File: src/core/acc_pkg.sv
// constants, register map and encodings for the analog comparator control block
// assumes a single 100 MHz system clock and a 32-bit AXI4-Lite register port
package acc_pkg;

  // -------------------------------------------------------------
  // register byte addresses
  // -------------------------------------------------------------
  localparam logic [7:0] ADDR_CONV_CTRL_B = 8'h00;
  localparam logic [7:0] ADDR_CMP_CTRL_STATUS = 8'h04;
  localparam logic [7:0] ADDR_DIG_IN_DISABLE = 8'h08;

  // -------------------------------------------------------------
  // converter_control_b fields
  // -------------------------------------------------------------
  localparam int CCB_MUX_EN = 6;
  localparam int CCB_REF_DIV_LO = 4;
  localparam int CCB_TRIG_LO = 0;

  // -------------------------------------------------------------
  // comparator_control_status fields
  // -------------------------------------------------------------
  localparam int CCS_PWR_OFF = 7;
  localparam int CCS_INT_REF = 6;
  localparam int CCS_RESULT = 5;
  localparam int CCS_FLAG = 4;
  localparam int CCS_IRQ_EN = 3;
  localparam int CCS_CAP_ROUTE = 2;
  localparam int CCS_MODE_LO = 0;

  // -------------------------------------------------------------
  // digital_input_disable_0 fields
  // -------------------------------------------------------------
  localparam int DID_POS_OFF = 7;
  localparam int DID_NEG_OFF = 6;

  // -------------------------------------------------------------
  // encodings and reset values
  // -------------------------------------------------------------
  localparam logic [4:0] CHAN_LAST = 5'h0A;
  localparam logic [1:0] REF_SRC_INTERNAL = 2'h3;
  localparam logic [1:0] RESP_OKAY = 2'h0;
  localparam logic [1:0] RESP_SLVERR = 2'h2;
  localparam logic [7:0] REG8_RESET = 8'h00;

  typedef enum logic [1:0] {
    ACC_EV_TOGGLE = 2'b00,
    ACC_EV_RSVD = 2'b01,
    ACC_EV_FALL = 2'b10,
    ACC_EV_RISE = 2'b11
  } acc_evmode_e;

endpackage

File: src/core/acc_top.sv
// digital control around an on-chip analog comparator: input selection,
// synchronisation, event detection, interrupt, capture route, pin buffers
// assumes the analog core gives a raw compare level, and that the converter
// enable, channel select and reference source come from same-clock logic
//
// Design decisions made here: the AXI4-Lite register port and the register offsets.
`timescale 1ns/1ps
module acc_top (
  input wire logic CLK,
  input wire logic SRST,
  // axi4-lite slave
  input wire logic [7:0] S_AXI_AWADDR,
  input wire logic S_AXI_AWVALID,
  output logic S_AXI_AWREADY,
  input wire logic [31:0] S_AXI_WDATA,
  input wire logic [3:0] S_AXI_WSTRB,
  input wire logic S_AXI_WVALID,
  output logic S_AXI_WREADY,
  output logic [1:0] S_AXI_BRESP,
  output logic S_AXI_BVALID,
  input wire logic S_AXI_BREADY,
  input wire logic [7:0] S_AXI_ARADDR,
  input wire logic S_AXI_ARVALID,
  output logic S_AXI_ARREADY,
  output logic [31:0] S_AXI_RDATA,
  output logic [1:0] S_AXI_RRESP,
  output logic S_AXI_RVALID,
  input wire logic S_AXI_RREADY,
  // analog core and neighbours
  input wire logic CMP_RAW,
  input wire logic CONVERTER_ON,
  input wire logic [4:0] CHANNEL_SELECT,
  input wire logic [1:0] REFERENCE_SOURCE_SELECT,
  input wire logic VECTOR_ACK,
  input wire logic POS_PIN_DIG,
  input wire logic NEG_PIN_DIG,
  output logic CMP_POWER_OFF,
  output logic POS_FROM_MUX,
  output logic [3:0] POS_CHANNEL,
  output logic NEG_FROM_REF,
  output logic [1:0] REF_DIVIDER_SELECT,
  output logic CAPTURE_IN,
  output logic POS_PIN_BUFFER_OFF,
  output logic NEG_PIN_BUFFER_OFF,
  output logic POS_PIN_PORT_BIT,
  output logic NEG_PIN_PORT_BIT,
  output logic CMP_IRQ
);

  // -------------------------------------------------------------
  // helpers
  // -------------------------------------------------------------
  // byte-lane-0 register hit; the same decode serves reads and writes
  function automatic logic addr_mapped(input logic [7:0] a);
    addr_mapped = (a == acc_pkg::ADDR_CONV_CTRL_B) || (a == acc_pkg::ADDR_CMP_CTRL_STATUS) ||
                  (a == acc_pkg::ADDR_DIG_IN_DISABLE);
  endfunction

  // -------------------------------------------------------------
  // state
  // -------------------------------------------------------------
  logic aw_held_r, w_held_r, bvalid_r, rvalid_r;
  logic [7:0] aw_addr_r;
  logic [7:0] w_data_r;
  logic w_lane0_r;
  logic [1:0] bresp_r, rresp_r;
  logic [31:0] rdata_r;
  logic mux_en_r;
  logic [1:0] ref_div_r;
  logic [2:0] trig_src_r;
  logic pwr_off_r, int_ref_r, irq_en_r, cap_route_r, flag_r, flag_nxt;
  logic [1:0] ev_mode_r;
  logic [7:0] did_r;
  logic raw_s1_r, raw_s2_r, cmp_result, prev_r;
  logic pos_s1_r, pos_s2_r, neg_s1_r, neg_s2_r;
  logic pos_port_r, neg_port_r, capture_r;
  logic pos_mux_r, neg_ref_r;
  logic [3:0] pos_chan_r;
  logic wr_fire, wr_ccb, wr_ccs, wr_did, event_hit, flag_clear;
  logic [7:0] ccb_view, ccs_view, rd_byte;

  // -------------------------------------------------------------
  // axi4-lite write channel
  // -------------------------------------------------------------
  // address and data are parked separately so they may arrive in any order
  assign S_AXI_AWREADY = !aw_held_r && !bvalid_r;
  assign S_AXI_WREADY = !w_held_r && !bvalid_r;
  assign wr_fire = aw_held_r && w_held_r && !bvalid_r;
  assign S_AXI_BVALID = bvalid_r;
  assign S_AXI_BRESP = bresp_r;

  always_ff @(posedge CLK) begin
    if (SRST) begin
      aw_held_r <= 1'b0;
      aw_addr_r <= 8'h00;
    end else if (S_AXI_AWVALID && S_AXI_AWREADY) begin
      aw_held_r <= 1'b1;
      aw_addr_r <= S_AXI_AWADDR;
    end else if (wr_fire) begin
      aw_held_r <= 1'b0;
    end
  end

  always_ff @(posedge CLK) begin
    if (SRST) begin
      w_held_r <= 1'b0;
      w_data_r <= 8'h00;
      w_lane0_r <= 1'b0;
    end else if (S_AXI_WVALID && S_AXI_WREADY) begin
      w_held_r <= 1'b1;
      w_data_r <= S_AXI_WDATA[7:0];
      w_lane0_r <= S_AXI_WSTRB[0];
    end else if (wr_fire) begin
      w_held_r <= 1'b0;
    end
  end

  // response one cycle after both halves are parked
  always_ff @(posedge CLK) begin
    if (SRST) begin
      bvalid_r <= 1'b0;
      bresp_r <= acc_pkg::RESP_OKAY;
    end else if (wr_fire) begin
      bvalid_r <= 1'b1;
      bresp_r <= addr_mapped(aw_addr_r) ? acc_pkg::RESP_OKAY : acc_pkg::RESP_SLVERR;
    end else if (S_AXI_BREADY) begin
      bvalid_r <= 1'b0;
    end
  end

  // only lane 0 carries register bits; a write without it stores nothing
  assign wr_ccb = wr_fire && w_lane0_r && (aw_addr_r == acc_pkg::ADDR_CONV_CTRL_B);
  assign wr_ccs = wr_fire && w_lane0_r && (aw_addr_r == acc_pkg::ADDR_CMP_CTRL_STATUS);
  assign wr_did = wr_fire && w_lane0_r && (aw_addr_r == acc_pkg::ADDR_DIG_IN_DISABLE);

  // -------------------------------------------------------------
  // axi4-lite read channel
  // -------------------------------------------------------------
  assign S_AXI_ARREADY = !rvalid_r;
  assign S_AXI_RVALID = rvalid_r;
  assign S_AXI_RDATA = rdata_r;
  assign S_AXI_RRESP = rresp_r;

  // bipolar bit and reserved bit 3 read as zero here
  assign ccb_view = {1'b0, mux_en_r, ref_div_r, 1'b0, trig_src_r};
  assign ccs_view = {pwr_off_r, int_ref_r, cmp_result, flag_r, irq_en_r, cap_route_r, ev_mode_r};

  always_comb begin
    case (S_AXI_ARADDR)
      acc_pkg::ADDR_CONV_CTRL_B: rd_byte = ccb_view;
      acc_pkg::ADDR_CMP_CTRL_STATUS: rd_byte = ccs_view;
      acc_pkg::ADDR_DIG_IN_DISABLE: rd_byte = did_r;
      default: rd_byte = 8'h00;
    endcase
  end

  always_ff @(posedge CLK) begin
    if (SRST) begin
      rvalid_r <= 1'b0;
      rdata_r <= 32'h0000_0000;
      rresp_r <= acc_pkg::RESP_OKAY;
    end else if (S_AXI_ARVALID && S_AXI_ARREADY) begin
      rvalid_r <= 1'b1;
      rdata_r <= {24'h000000, rd_byte};
      rresp_r <= addr_mapped(S_AXI_ARADDR) ? acc_pkg::RESP_OKAY : acc_pkg::RESP_SLVERR;
    end else if (S_AXI_RREADY) begin
      rvalid_r <= 1'b0;
    end
  end

  // -------------------------------------------------------------
  // configuration registers
  // -------------------------------------------------------------
  always_ff @(posedge CLK) begin
    if (SRST) begin
      mux_en_r <= 1'b0;
      ref_div_r <= 2'h0;
      trig_src_r <= 3'h0;
    end else if (wr_ccb) begin
      mux_en_r <= w_data_r[acc_pkg::CCB_MUX_EN];
      ref_div_r <= w_data_r[acc_pkg::CCB_REF_DIV_LO +: 2];
      trig_src_r <= w_data_r[acc_pkg::CCB_TRIG_LO +: 3];
    end
  end

  // power-off may be written at any time; no interlock on a live enable
  always_ff @(posedge CLK) begin
    if (SRST) begin
      pwr_off_r <= 1'b0;
      int_ref_r <= 1'b0;
      irq_en_r <= 1'b0;
      cap_route_r <= 1'b0;
      ev_mode_r <= acc_pkg::ACC_EV_TOGGLE;
    end else if (wr_ccs) begin
      pwr_off_r <= w_data_r[acc_pkg::CCS_PWR_OFF];
      int_ref_r <= w_data_r[acc_pkg::CCS_INT_REF];
      irq_en_r <= w_data_r[acc_pkg::CCS_IRQ_EN];
      cap_route_r <= w_data_r[acc_pkg::CCS_CAP_ROUTE];
      ev_mode_r <= w_data_r[acc_pkg::CCS_MODE_LO +: 2];
    end
  end

  always_ff @(posedge CLK) begin
    if (SRST) begin
      did_r <= acc_pkg::REG8_RESET;
    end else if (wr_did) begin
      did_r <= w_data_r;
    end
  end

  // -------------------------------------------------------------
  // comparator output synchroniser
  // -------------------------------------------------------------
  // two flops, then the gated result; the analog core asserts CMP_RAW
  // when the positive input is above the negative one
  always_ff @(posedge CLK) begin
    if (SRST) begin
      raw_s1_r <= 1'b0;
      raw_s2_r <= 1'b0;
    end else begin
      raw_s1_r <= CMP_RAW;
      raw_s2_r <= raw_s1_r;
    end
  end

  // gate kept after the second flop so the status bit lags only by the synchroniser
  assign cmp_result = raw_s2_r && !pwr_off_r;

  // a powered-off comparator reads zero, which can itself look like an edge
  always_ff @(posedge CLK) begin
    if (SRST) begin
      prev_r <= 1'b0;
    end else begin
      prev_r <= cmp_result;
    end
  end

  // -------------------------------------------------------------
  // event detection and flag
  // -------------------------------------------------------------
  always_comb begin
    case (acc_pkg::acc_evmode_e'(ev_mode_r))
      acc_pkg::ACC_EV_TOGGLE: event_hit = cmp_result != prev_r;
      acc_pkg::ACC_EV_FALL: event_hit = prev_r && !cmp_result;
      acc_pkg::ACC_EV_RISE: event_hit = !prev_r && cmp_result;
      default: event_hit = 1'b0;
    endcase
  end

  assign flag_clear = VECTOR_ACK || (wr_ccs && w_data_r[acc_pkg::CCS_FLAG]);

  // a new event beats a clear in the same cycle
  always_comb begin
    if (event_hit) begin
      flag_nxt = 1'b1;
    end else if (flag_clear) begin
      flag_nxt = 1'b0;
    end else begin
      flag_nxt = flag_r;
    end
  end

  always_ff @(posedge CLK) begin
    if (SRST) begin
      flag_r <= 1'b0;
    end else begin
      flag_r <= flag_nxt;
    end
  end

  // level request; the processor applies its global enable itself
  assign CMP_IRQ = flag_r && irq_en_r;

  // -------------------------------------------------------------
  // input selection and capture route
  // -------------------------------------------------------------
  // unsupported channel codes fall back to the positive pin
  always_ff @(posedge CLK) begin
    if (SRST) begin
      pos_mux_r <= 1'b0;
      pos_chan_r <= 4'h0;
      neg_ref_r <= 1'b0;
      capture_r <= 1'b0;
    end else begin
      pos_mux_r <= mux_en_r && !CONVERTER_ON && (CHANNEL_SELECT <= acc_pkg::CHAN_LAST);
      pos_chan_r <= CHANNEL_SELECT[3:0];
      neg_ref_r <= int_ref_r && (REFERENCE_SOURCE_SELECT == acc_pkg::REF_SRC_INTERNAL);
      capture_r <= cap_route_r && cmp_result;
    end
  end

  assign CMP_POWER_OFF = pwr_off_r;
  assign POS_FROM_MUX = pos_mux_r;
  assign POS_CHANNEL = pos_chan_r;
  assign NEG_FROM_REF = neg_ref_r;
  assign REF_DIVIDER_SELECT = ref_div_r;
  assign CAPTURE_IN = capture_r;

  // -------------------------------------------------------------
  // pin digital input buffers
  // -------------------------------------------------------------
  always_ff @(posedge CLK) begin
    if (SRST) begin
      pos_s1_r <= 1'b0;
      pos_s2_r <= 1'b0;
      neg_s1_r <= 1'b0;
      neg_s2_r <= 1'b0;
      pos_port_r <= 1'b0;
      neg_port_r <= 1'b0;
    end else begin
      pos_s1_r <= POS_PIN_DIG;
      pos_s2_r <= pos_s1_r;
      neg_s1_r <= NEG_PIN_DIG;
      neg_s2_r <= neg_s1_r;
      pos_port_r <= pos_s2_r && !did_r[acc_pkg::DID_POS_OFF];
      neg_port_r <= neg_s2_r && !did_r[acc_pkg::DID_NEG_OFF];
    end
  end

  assign POS_PIN_BUFFER_OFF = did_r[acc_pkg::DID_POS_OFF];
  assign NEG_PIN_BUFFER_OFF = did_r[acc_pkg::DID_NEG_OFF];
  assign POS_PIN_PORT_BIT = pos_port_r;
  assign NEG_PIN_PORT_BIT = neg_port_r;

  // -------------------------------------------------------------
  // assertions
  // -------------------------------------------------------------
  a_result_follows_raw: assert property (@(posedge CLK) disable iff (SRST)
    !pwr_off_r && !$past(SRST) && !$past(SRST, 2) |-> cmp_result == $past(CMP_RAW, 2))
    else $error("result does not follow raw compare after two cycles");

  a_power_off_zero: assert property (@(posedge CLK) disable iff (SRST)
    pwr_off_r |=> !CAPTURE_IN)
    else $error("powered-off comparator reached the capture input");

  a_rise_sets_flag: assert property (@(posedge CLK) disable iff (SRST)
    (ev_mode_r == acc_pkg::ACC_EV_RISE) && cmp_result && !prev_r |=> flag_r)
    else $error("rising edge did not set flag");

  a_reserved_no_set: assert property (@(posedge CLK) disable iff (SRST)
    (ev_mode_r == acc_pkg::ACC_EV_RSVD) && !flag_r |=> !flag_r)
    else $error("reserved mode set the flag");

  a_fall_only_down: assert property (@(posedge CLK) disable iff (SRST)
    (ev_mode_r == acc_pkg::ACC_EV_FALL) && !flag_r ##1 flag_r |-> $past(prev_r) && !$past(cmp_result))
    else $error("falling mode flagged without a falling edge");

  a_ack_clears: assert property (@(posedge CLK) disable iff (SRST)
    VECTOR_ACK && !event_hit |=> !flag_r)
    else $error("vector acknowledge left flag set");

  a_zero_write_keeps: assert property (@(posedge CLK) disable iff (SRST)
    flag_r && wr_ccs && !w_data_r[acc_pkg::CCS_FLAG] && !VECTOR_ACK |=> flag_r)
    else $error("writing zero cleared the flag");

  a_irq_gating: assert property (@(posedge CLK) disable iff (SRST)
    wr_ccs && !w_data_r[acc_pkg::CCS_IRQ_EN] |=> !CMP_IRQ)
    else $error("interrupt request survives clearing its enable");

  a_capture_route: assert property (@(posedge CLK) disable iff (SRST)
    !cap_route_r |=> !CAPTURE_IN)
    else $error("capture input driven while route is off");

  a_mux_select: assert property (@(posedge CLK) disable iff (SRST)
    CONVERTER_ON || !mux_en_r |=> !POS_FROM_MUX)
    else $error("multiplexer used while converter on or disabled");

  a_pin_disable: assert property (@(posedge CLK) disable iff (SRST)
    did_r[acc_pkg::DID_POS_OFF] |=> !POS_PIN_PORT_BIT)
    else $error("disabled positive pin reads one");

endmodule

File: config.mk
export PLATFORM = sky130hd
export DESIGN_NAME = acc_top
export DESIGN_NICKNAME = d
export VERILOG_FILES = /design/src/core/acc_pkg.sv /design/src/core/acc_top.sv
export SDC_FILE = /design/constraint.sdc
export NUM_CORES = 1
export LEC_CHECK = 0
export BUFFER_PORTS_ARGS = -buffer_cell sky130_fd_sc_hd__buf_2
export CORE_MARGIN = 1
export CORE_UTILIZATION = 44
export CTS_BUF_LIST = sky130_fd_sc_hd__clkbuf_16
export DETAILED_ROUTE_END_ITERATION = 6
export PLACE_DENSITY = 0.75
export SLEW_MARGIN = 20
export SYNTH_ARGS = -nofsm -noshare
export SYNTH_HDL_FRONTEND = slang
export SYNTH_SLANG_ARGS = --single-unit
File: constraint.sdc
create_clock -name CLK -period 2.7 [get_ports CLK]
set_input_delay 0.135 -clock CLK [delete_from_list [all_inputs] [get_ports CLK]]
set_output_delay 0.135 -clock CLK [all_outputs]
set_load 0.05 [all_outputs]
* Word level (Yosys, flattened, before mapping)
Cells that the tools add are included.
** Storage, ports and cells
- Bits of input ports :: 71
- Output and inout bits :: 56
- Logic and storage cells :: 100
- Register bits after elaboration :: 70
** Operators by class
- Muxes and demuxes :: 13
- Reductions and logical operators :: 45
- Eq/ne operators :: 8
- $lt $le $gt $ge :: 1
** Operator list (count)
- $pmux W8 S3 :: 1
- $logic_and A1 B1 Y1 :: 22
- $eq A8 B3 Y1 const B :: 2
- $eq A8 B4 Y1 const B :: 2
- $logic_not A8 Y1 :: 2
- $logic_not A1 Y1 :: 10
- $reduce_bool A2 Y1 :: 5
- $mux W1 :: 9
- $eq A2 B2 Y1 const B :: 3
- $le A5 B4 Y1 const B :: 1
- $logic_or A1 B1 Y1 :: 5
- $mux W2 :: 2
- $pmux W1 S3 :: 1
- $logic_not A2 Y1 :: 1
- $ne A1 B1 Y1 :: 1

* Longest topological paths before layout
- Word-level depth :: 8
- Gate-level depth with buffers :: 6
- Gate-level depth less buffers :: 6

* Least setup slack after synthesis
Ideal clock, no wire load.
- Kind :: flip-flop to flip-flop
- From :: register bvalid_r (netlist: S_AXI_BVALID)
- To :: register did_r[7]
- Required time :: 2.580 ns
- Clock period less this slack :: 1.901 ns
- Setup time :: 0.120 ns
- Buffers on the path :: 1
- Stages on the path, launching flop included :: 5
- Path slack :: 0.799 ns
- Arrival :: 1.781 ns
- Cells stage by stage :: dfxtp_1 > nand3b_1 > or4_4 > buf_6 > mux2i_1
** Between the ends
- Longest elaborated chain between the ends :: 4
** Ends and longest elaborated chain
- from (decl) :: RTL line acc_top.sv:62 : logic aw_held_r, w_held_r, bvalid_r, rvalid_r;
- from (signal assigned) :: RTL line acc_top.sv:121 : bvalid_r <= 1'b0;
- from (signal assigned) :: RTL line acc_top.sv:124 : bvalid_r <= 1'b1;
- from (signal assigned) :: RTL line acc_top.sv:127 : bvalid_r <= 1'b0;
- $logic_not A1 Y1 :: RTL line acc_top.sv:88 : assign wr_fire = aw_held_r && w_held_r && !bvalid_r;
- $logic_and A1 B1 Y1 :: RTL line acc_top.sv:88
- $logic_and A1 B1 Y1 (2 in series) :: RTL line acc_top.sv:134 : assign wr_did = wr_fire && w_lane0_r && (aw_addr_r == acc_pkg::ADDR_DIG_IN_DISABLE);
- to (signal assigned) :: RTL line acc_top.sv:205 : did_r <= acc_pkg::REG8_RESET;
- to (signal assigned) :: RTL line acc_top.sv:207 : did_r <= w_data_r;
- to (decl) :: RTL line acc_top.sv:73 : logic [7:0] did_r;
No other way between the ends.
A chain may end at the register's enable or synchronous reset.

* Final worst setup path
- From :: register bvalid_r (netlist: S_AXI_BVALID)
- To :: register did_r[4]
The elaborated chain is that of the path after synthesis.

==> impl_metrics.yaml <==
outcome:
  outcome: "finished, violations left"
  violations: "DRC"
critical_path:
  cp-end-kind: "register"
  critPathTopFamily: "simple AND/OR/NAND/NOR gates"
  start_kind: "register"
  reg2reg_slack_ps: 850
  worstPathMaxFanout: 9
  critPathKind: "reg2reg"
  slowest_stage: "or4_4"
  arrival_ps: 2050
  regToRegEndpoint: "did_r[4]"
  max_stage_delay_ps: 760
  r2r-start: "S_AXI_BVALID"
  cp-startpoint: "S_AXI_BVALID"
  path_buf_inv: 0
  path_cells: "nand3b_1 -> or4_4 -> mux2i_1"
  r2r_cells: 3
  crit_required_ps: 2900
sta:
  finalSetupTns_ps: 0
  drv_slew: 0
  fin_crit_sh_pct: 68.5
  setup_viol: 0
  skew_ps: 3.38
  rsz0062_at_grt: "no"
  final.min_clock_period_ps: 1850
  whs_ps: 24.0
  worst_slew_pin_slew_ps: 975
  max_slew_margin_pct: 34.7
  hold_viol_final: 0
  max_freq_mhz: 541
logic_synthesis:
  postSynthAreaPerCell_sq_um: 10.1
  syn_area_sq_um: 2970
  ys_ff_latch: 68
  seq_area_frac_synth_pct: 45.8
  yosysUniqueCellTypes: 42
  yosysWarnings: 0
  synthCells: 294
drt:
  drt-initial-drc-count: 98
  drc: 22
  wire_per_inst_um: 12.7
  vias: 2148
  firstDrtPassIters: 6
  ant_nets: 0
  postRouteWirelength_um: 5650
  vias_per_cell: 4.83
layout:
  nets: 438
  area_growth_pct: 20.9
  diodes: 0
  drive_above_1_share_pct: 25.8
global_routing:
  grt_pass1_vias: 2020
  grtUsageTotal_pct: 17.4
  grt_max_degree: 47
  grt_pass1_wl_um: 9560
  antenna_found_initial: 0
  gr-total-overflow: 0
hold_path:
  hold_start: "NEG_PIN_DIG"
  min_delay_worst_endpoint: "neg_s1_r"
  hold_class: "in2reg"
  holdPathStages: 2
cts:
  cts_setup_buffers: 0
  clock_path_buffers: 2
  cts_inserted_buffers: 9
  insertion_delay_ps: 320
  clk_pin_slew_ps: 50
  clock-sinks: 68
  ctsResizeCount: 0
  ctsHtreeMaxLevel: 3
  cts-root-buf: "clkbuf_16"
  cts_tree: "done"
place:
  place_hpwl_um: 3920
  place_congestion: 0.744
  port-buffer-count: 73
floorplanning:
  start_util_pct: 46.3
  dieWidth_um: 84.2
  ios: 127
  dieArea_sq_um: 7090
  die_h_um: 84.2
  row_count: 29
  coreArea_sq_um: 6420
power:
  leakage_nw: 1.62
  ir_worst_vdd_uv: 425
  p_per_area_nw_per_um2: 706
job:
  drv_cap: 0
[Yosys cell counts, drive strengths merged]
library cell | count | area share, %
clkbuf | 11 | 1.4
dfxtp | 68 | 46
nor4 | 4 | 1.6
nand3 | 1 | 0.17
a311oi | 1 | 0.29
or4 | 4 | 1.3
nand2 | 4 | 0.50
or3b | 2 | 0.59
a211oi | 1 | 0.25
nor2 | 25 | 3.2
nand4b | 1 | 0.29
a221oi | 1 | 0.29
nor3 | 1 | 0.17
and2 | 2 | 0.42
o22ai | 1 | 0.21
a211o | 2 | 0.59
o2bb2ai | 5 | 1.5
a2111oi | 1 | 0.29
ha | 2 | 0.84
mux2i | 43 | 14
or4b | 1 | 0.34
conb | 1 | 0.13
or2 | 1 | 0.21
a21oi | 7 | 1.2
nand3b | 7 | 1.8
a2bb2oi | 1 | 0.29
nor2b | 14 | 2.9
a21o | 1 | 0.25
nand2b | 33 | 6.9
nor3b | 4 | 1.0
inv | 4 | 0.50
and4b | 1 | 0.34
a32oi | 1 | 0.29
buf | 31 | 7.7
a22o | 5 | 1.5
nor4b | 1 | 0.29
o31a | 1 | 0.29
[metal layers]
metal | routed length [um] | global-route usage, % | part of all wire (%) | vias to the layer above
li1 | - | - | - | 1104
met1 | 2690 | 22.5 | 48 | 956
met2 | 2470 | 26.7 | 44 | 77
met3 | 361 | 4.13 | 6.4 | 11
met4 | 131 | 10.3 | 2.3 | 0
met5 | 0 | 0 | 0 | -
[sequential cells by signal, summed over array words and instances (netlist names), 2 cells and up]
| register | flops |
|---|---|
| POS_CHANNEL | 4 |
| REF_DIVIDER_SELECT | 2 |
| S_AXI_RDATA | 8 |
| aw_addr_r | 8 |
| did_r | 8 |
| ev_mode_r | 2 |
| trig_src_r | 3 |
| w_data_r | 8 |
[report_power, final]
part / internal, W / total [W] / leakage (nW) / switching, W
Clock: 0.000787 / 0.00117 / 0.151 / 0.000387
Sequential: 0.00104 / 0.00106 / 0.555 / 0.0000214
Combinational: 0.0000931 / 0.000306 / 0.916 / 0.000212
Total: 0.00192 / 0.00254 / 1.62 / 0.000620
[final cells by class]
class                      count  area, sq um
clock buffer                   9          225
clock inverter                 5         71.3
fill                         593         2830
inverter                       4         15.0
multi-input combinational    205         1430
sequential                    68         1360
tap                           77         96.3
timing repair buffer          77          400
[logic make-up (layout without fill, tap and decap cells)]
logic type | Yosys count | count (layout) | share of synthesized area (%)
and+or+nand+nor | 106 | 106 | 22.0
DFF | 68 | 68 | 45.8
buffers and inverters | 46 | 95 | 9.60
muxes | 43 | 43 | 14.5
AOI/OAI and AO/OA | 28 | 28 | 7.20
adders and majority gates | 2 | 2 | 0.842
other | 1 | 26 | 0.126
[worst max-delay path by stage]
stage          cells past startpoint  slack (ps)            end
6_report                           3         850       did_r[4]
5_1_grt                            3         760  trig_src_r[0]
4_1_cts                            3         860       did_r[4]
3_5_place_dp                       3         890       did_r[3]
3_3_place_gp                       3         900       did_r[7]
2_1_floorplan                      4         800       did_r[7]
[metrics by stage]
step | cells | setup slack [ps] | util [%] | area [sq um] | power, W
after detailed placement | 429 | 895 | 51.0 | 3280 | 0.00138
after global routing | 445 | 764 | 56.0 | 3590 | 0.00264
after CTS | 445 | 857 | 56.0 | 3590 | 0.00257
after global placement | 429 | 904 | 51.0 | 3280 | 0.00138
after floorplan | 319 | 799 | - | 3070 | 0.00135
final | 445 | 851 | 56.0 | 3590 | 0.00254
[timing repair]
item	4_1_cts	5_1_grt
endpoints found under the hold margin	1	0
hold buffers	2	0
setup endpoints to repair	0	0
[cell usage in the layout, fill, tap and decap left out, types with 6 or more instances in the layout]
cell type  instances
nand3b_1           7
nor2_1            25
nor2b_1           14
buf_2             73
nand2b_1          33
inv_1              6
clkbuf_16          9
dfxtp_1           68
a21oi_1            7
mux2i_1           43
conb_1            26
Power figures use the tool's default switching activity.
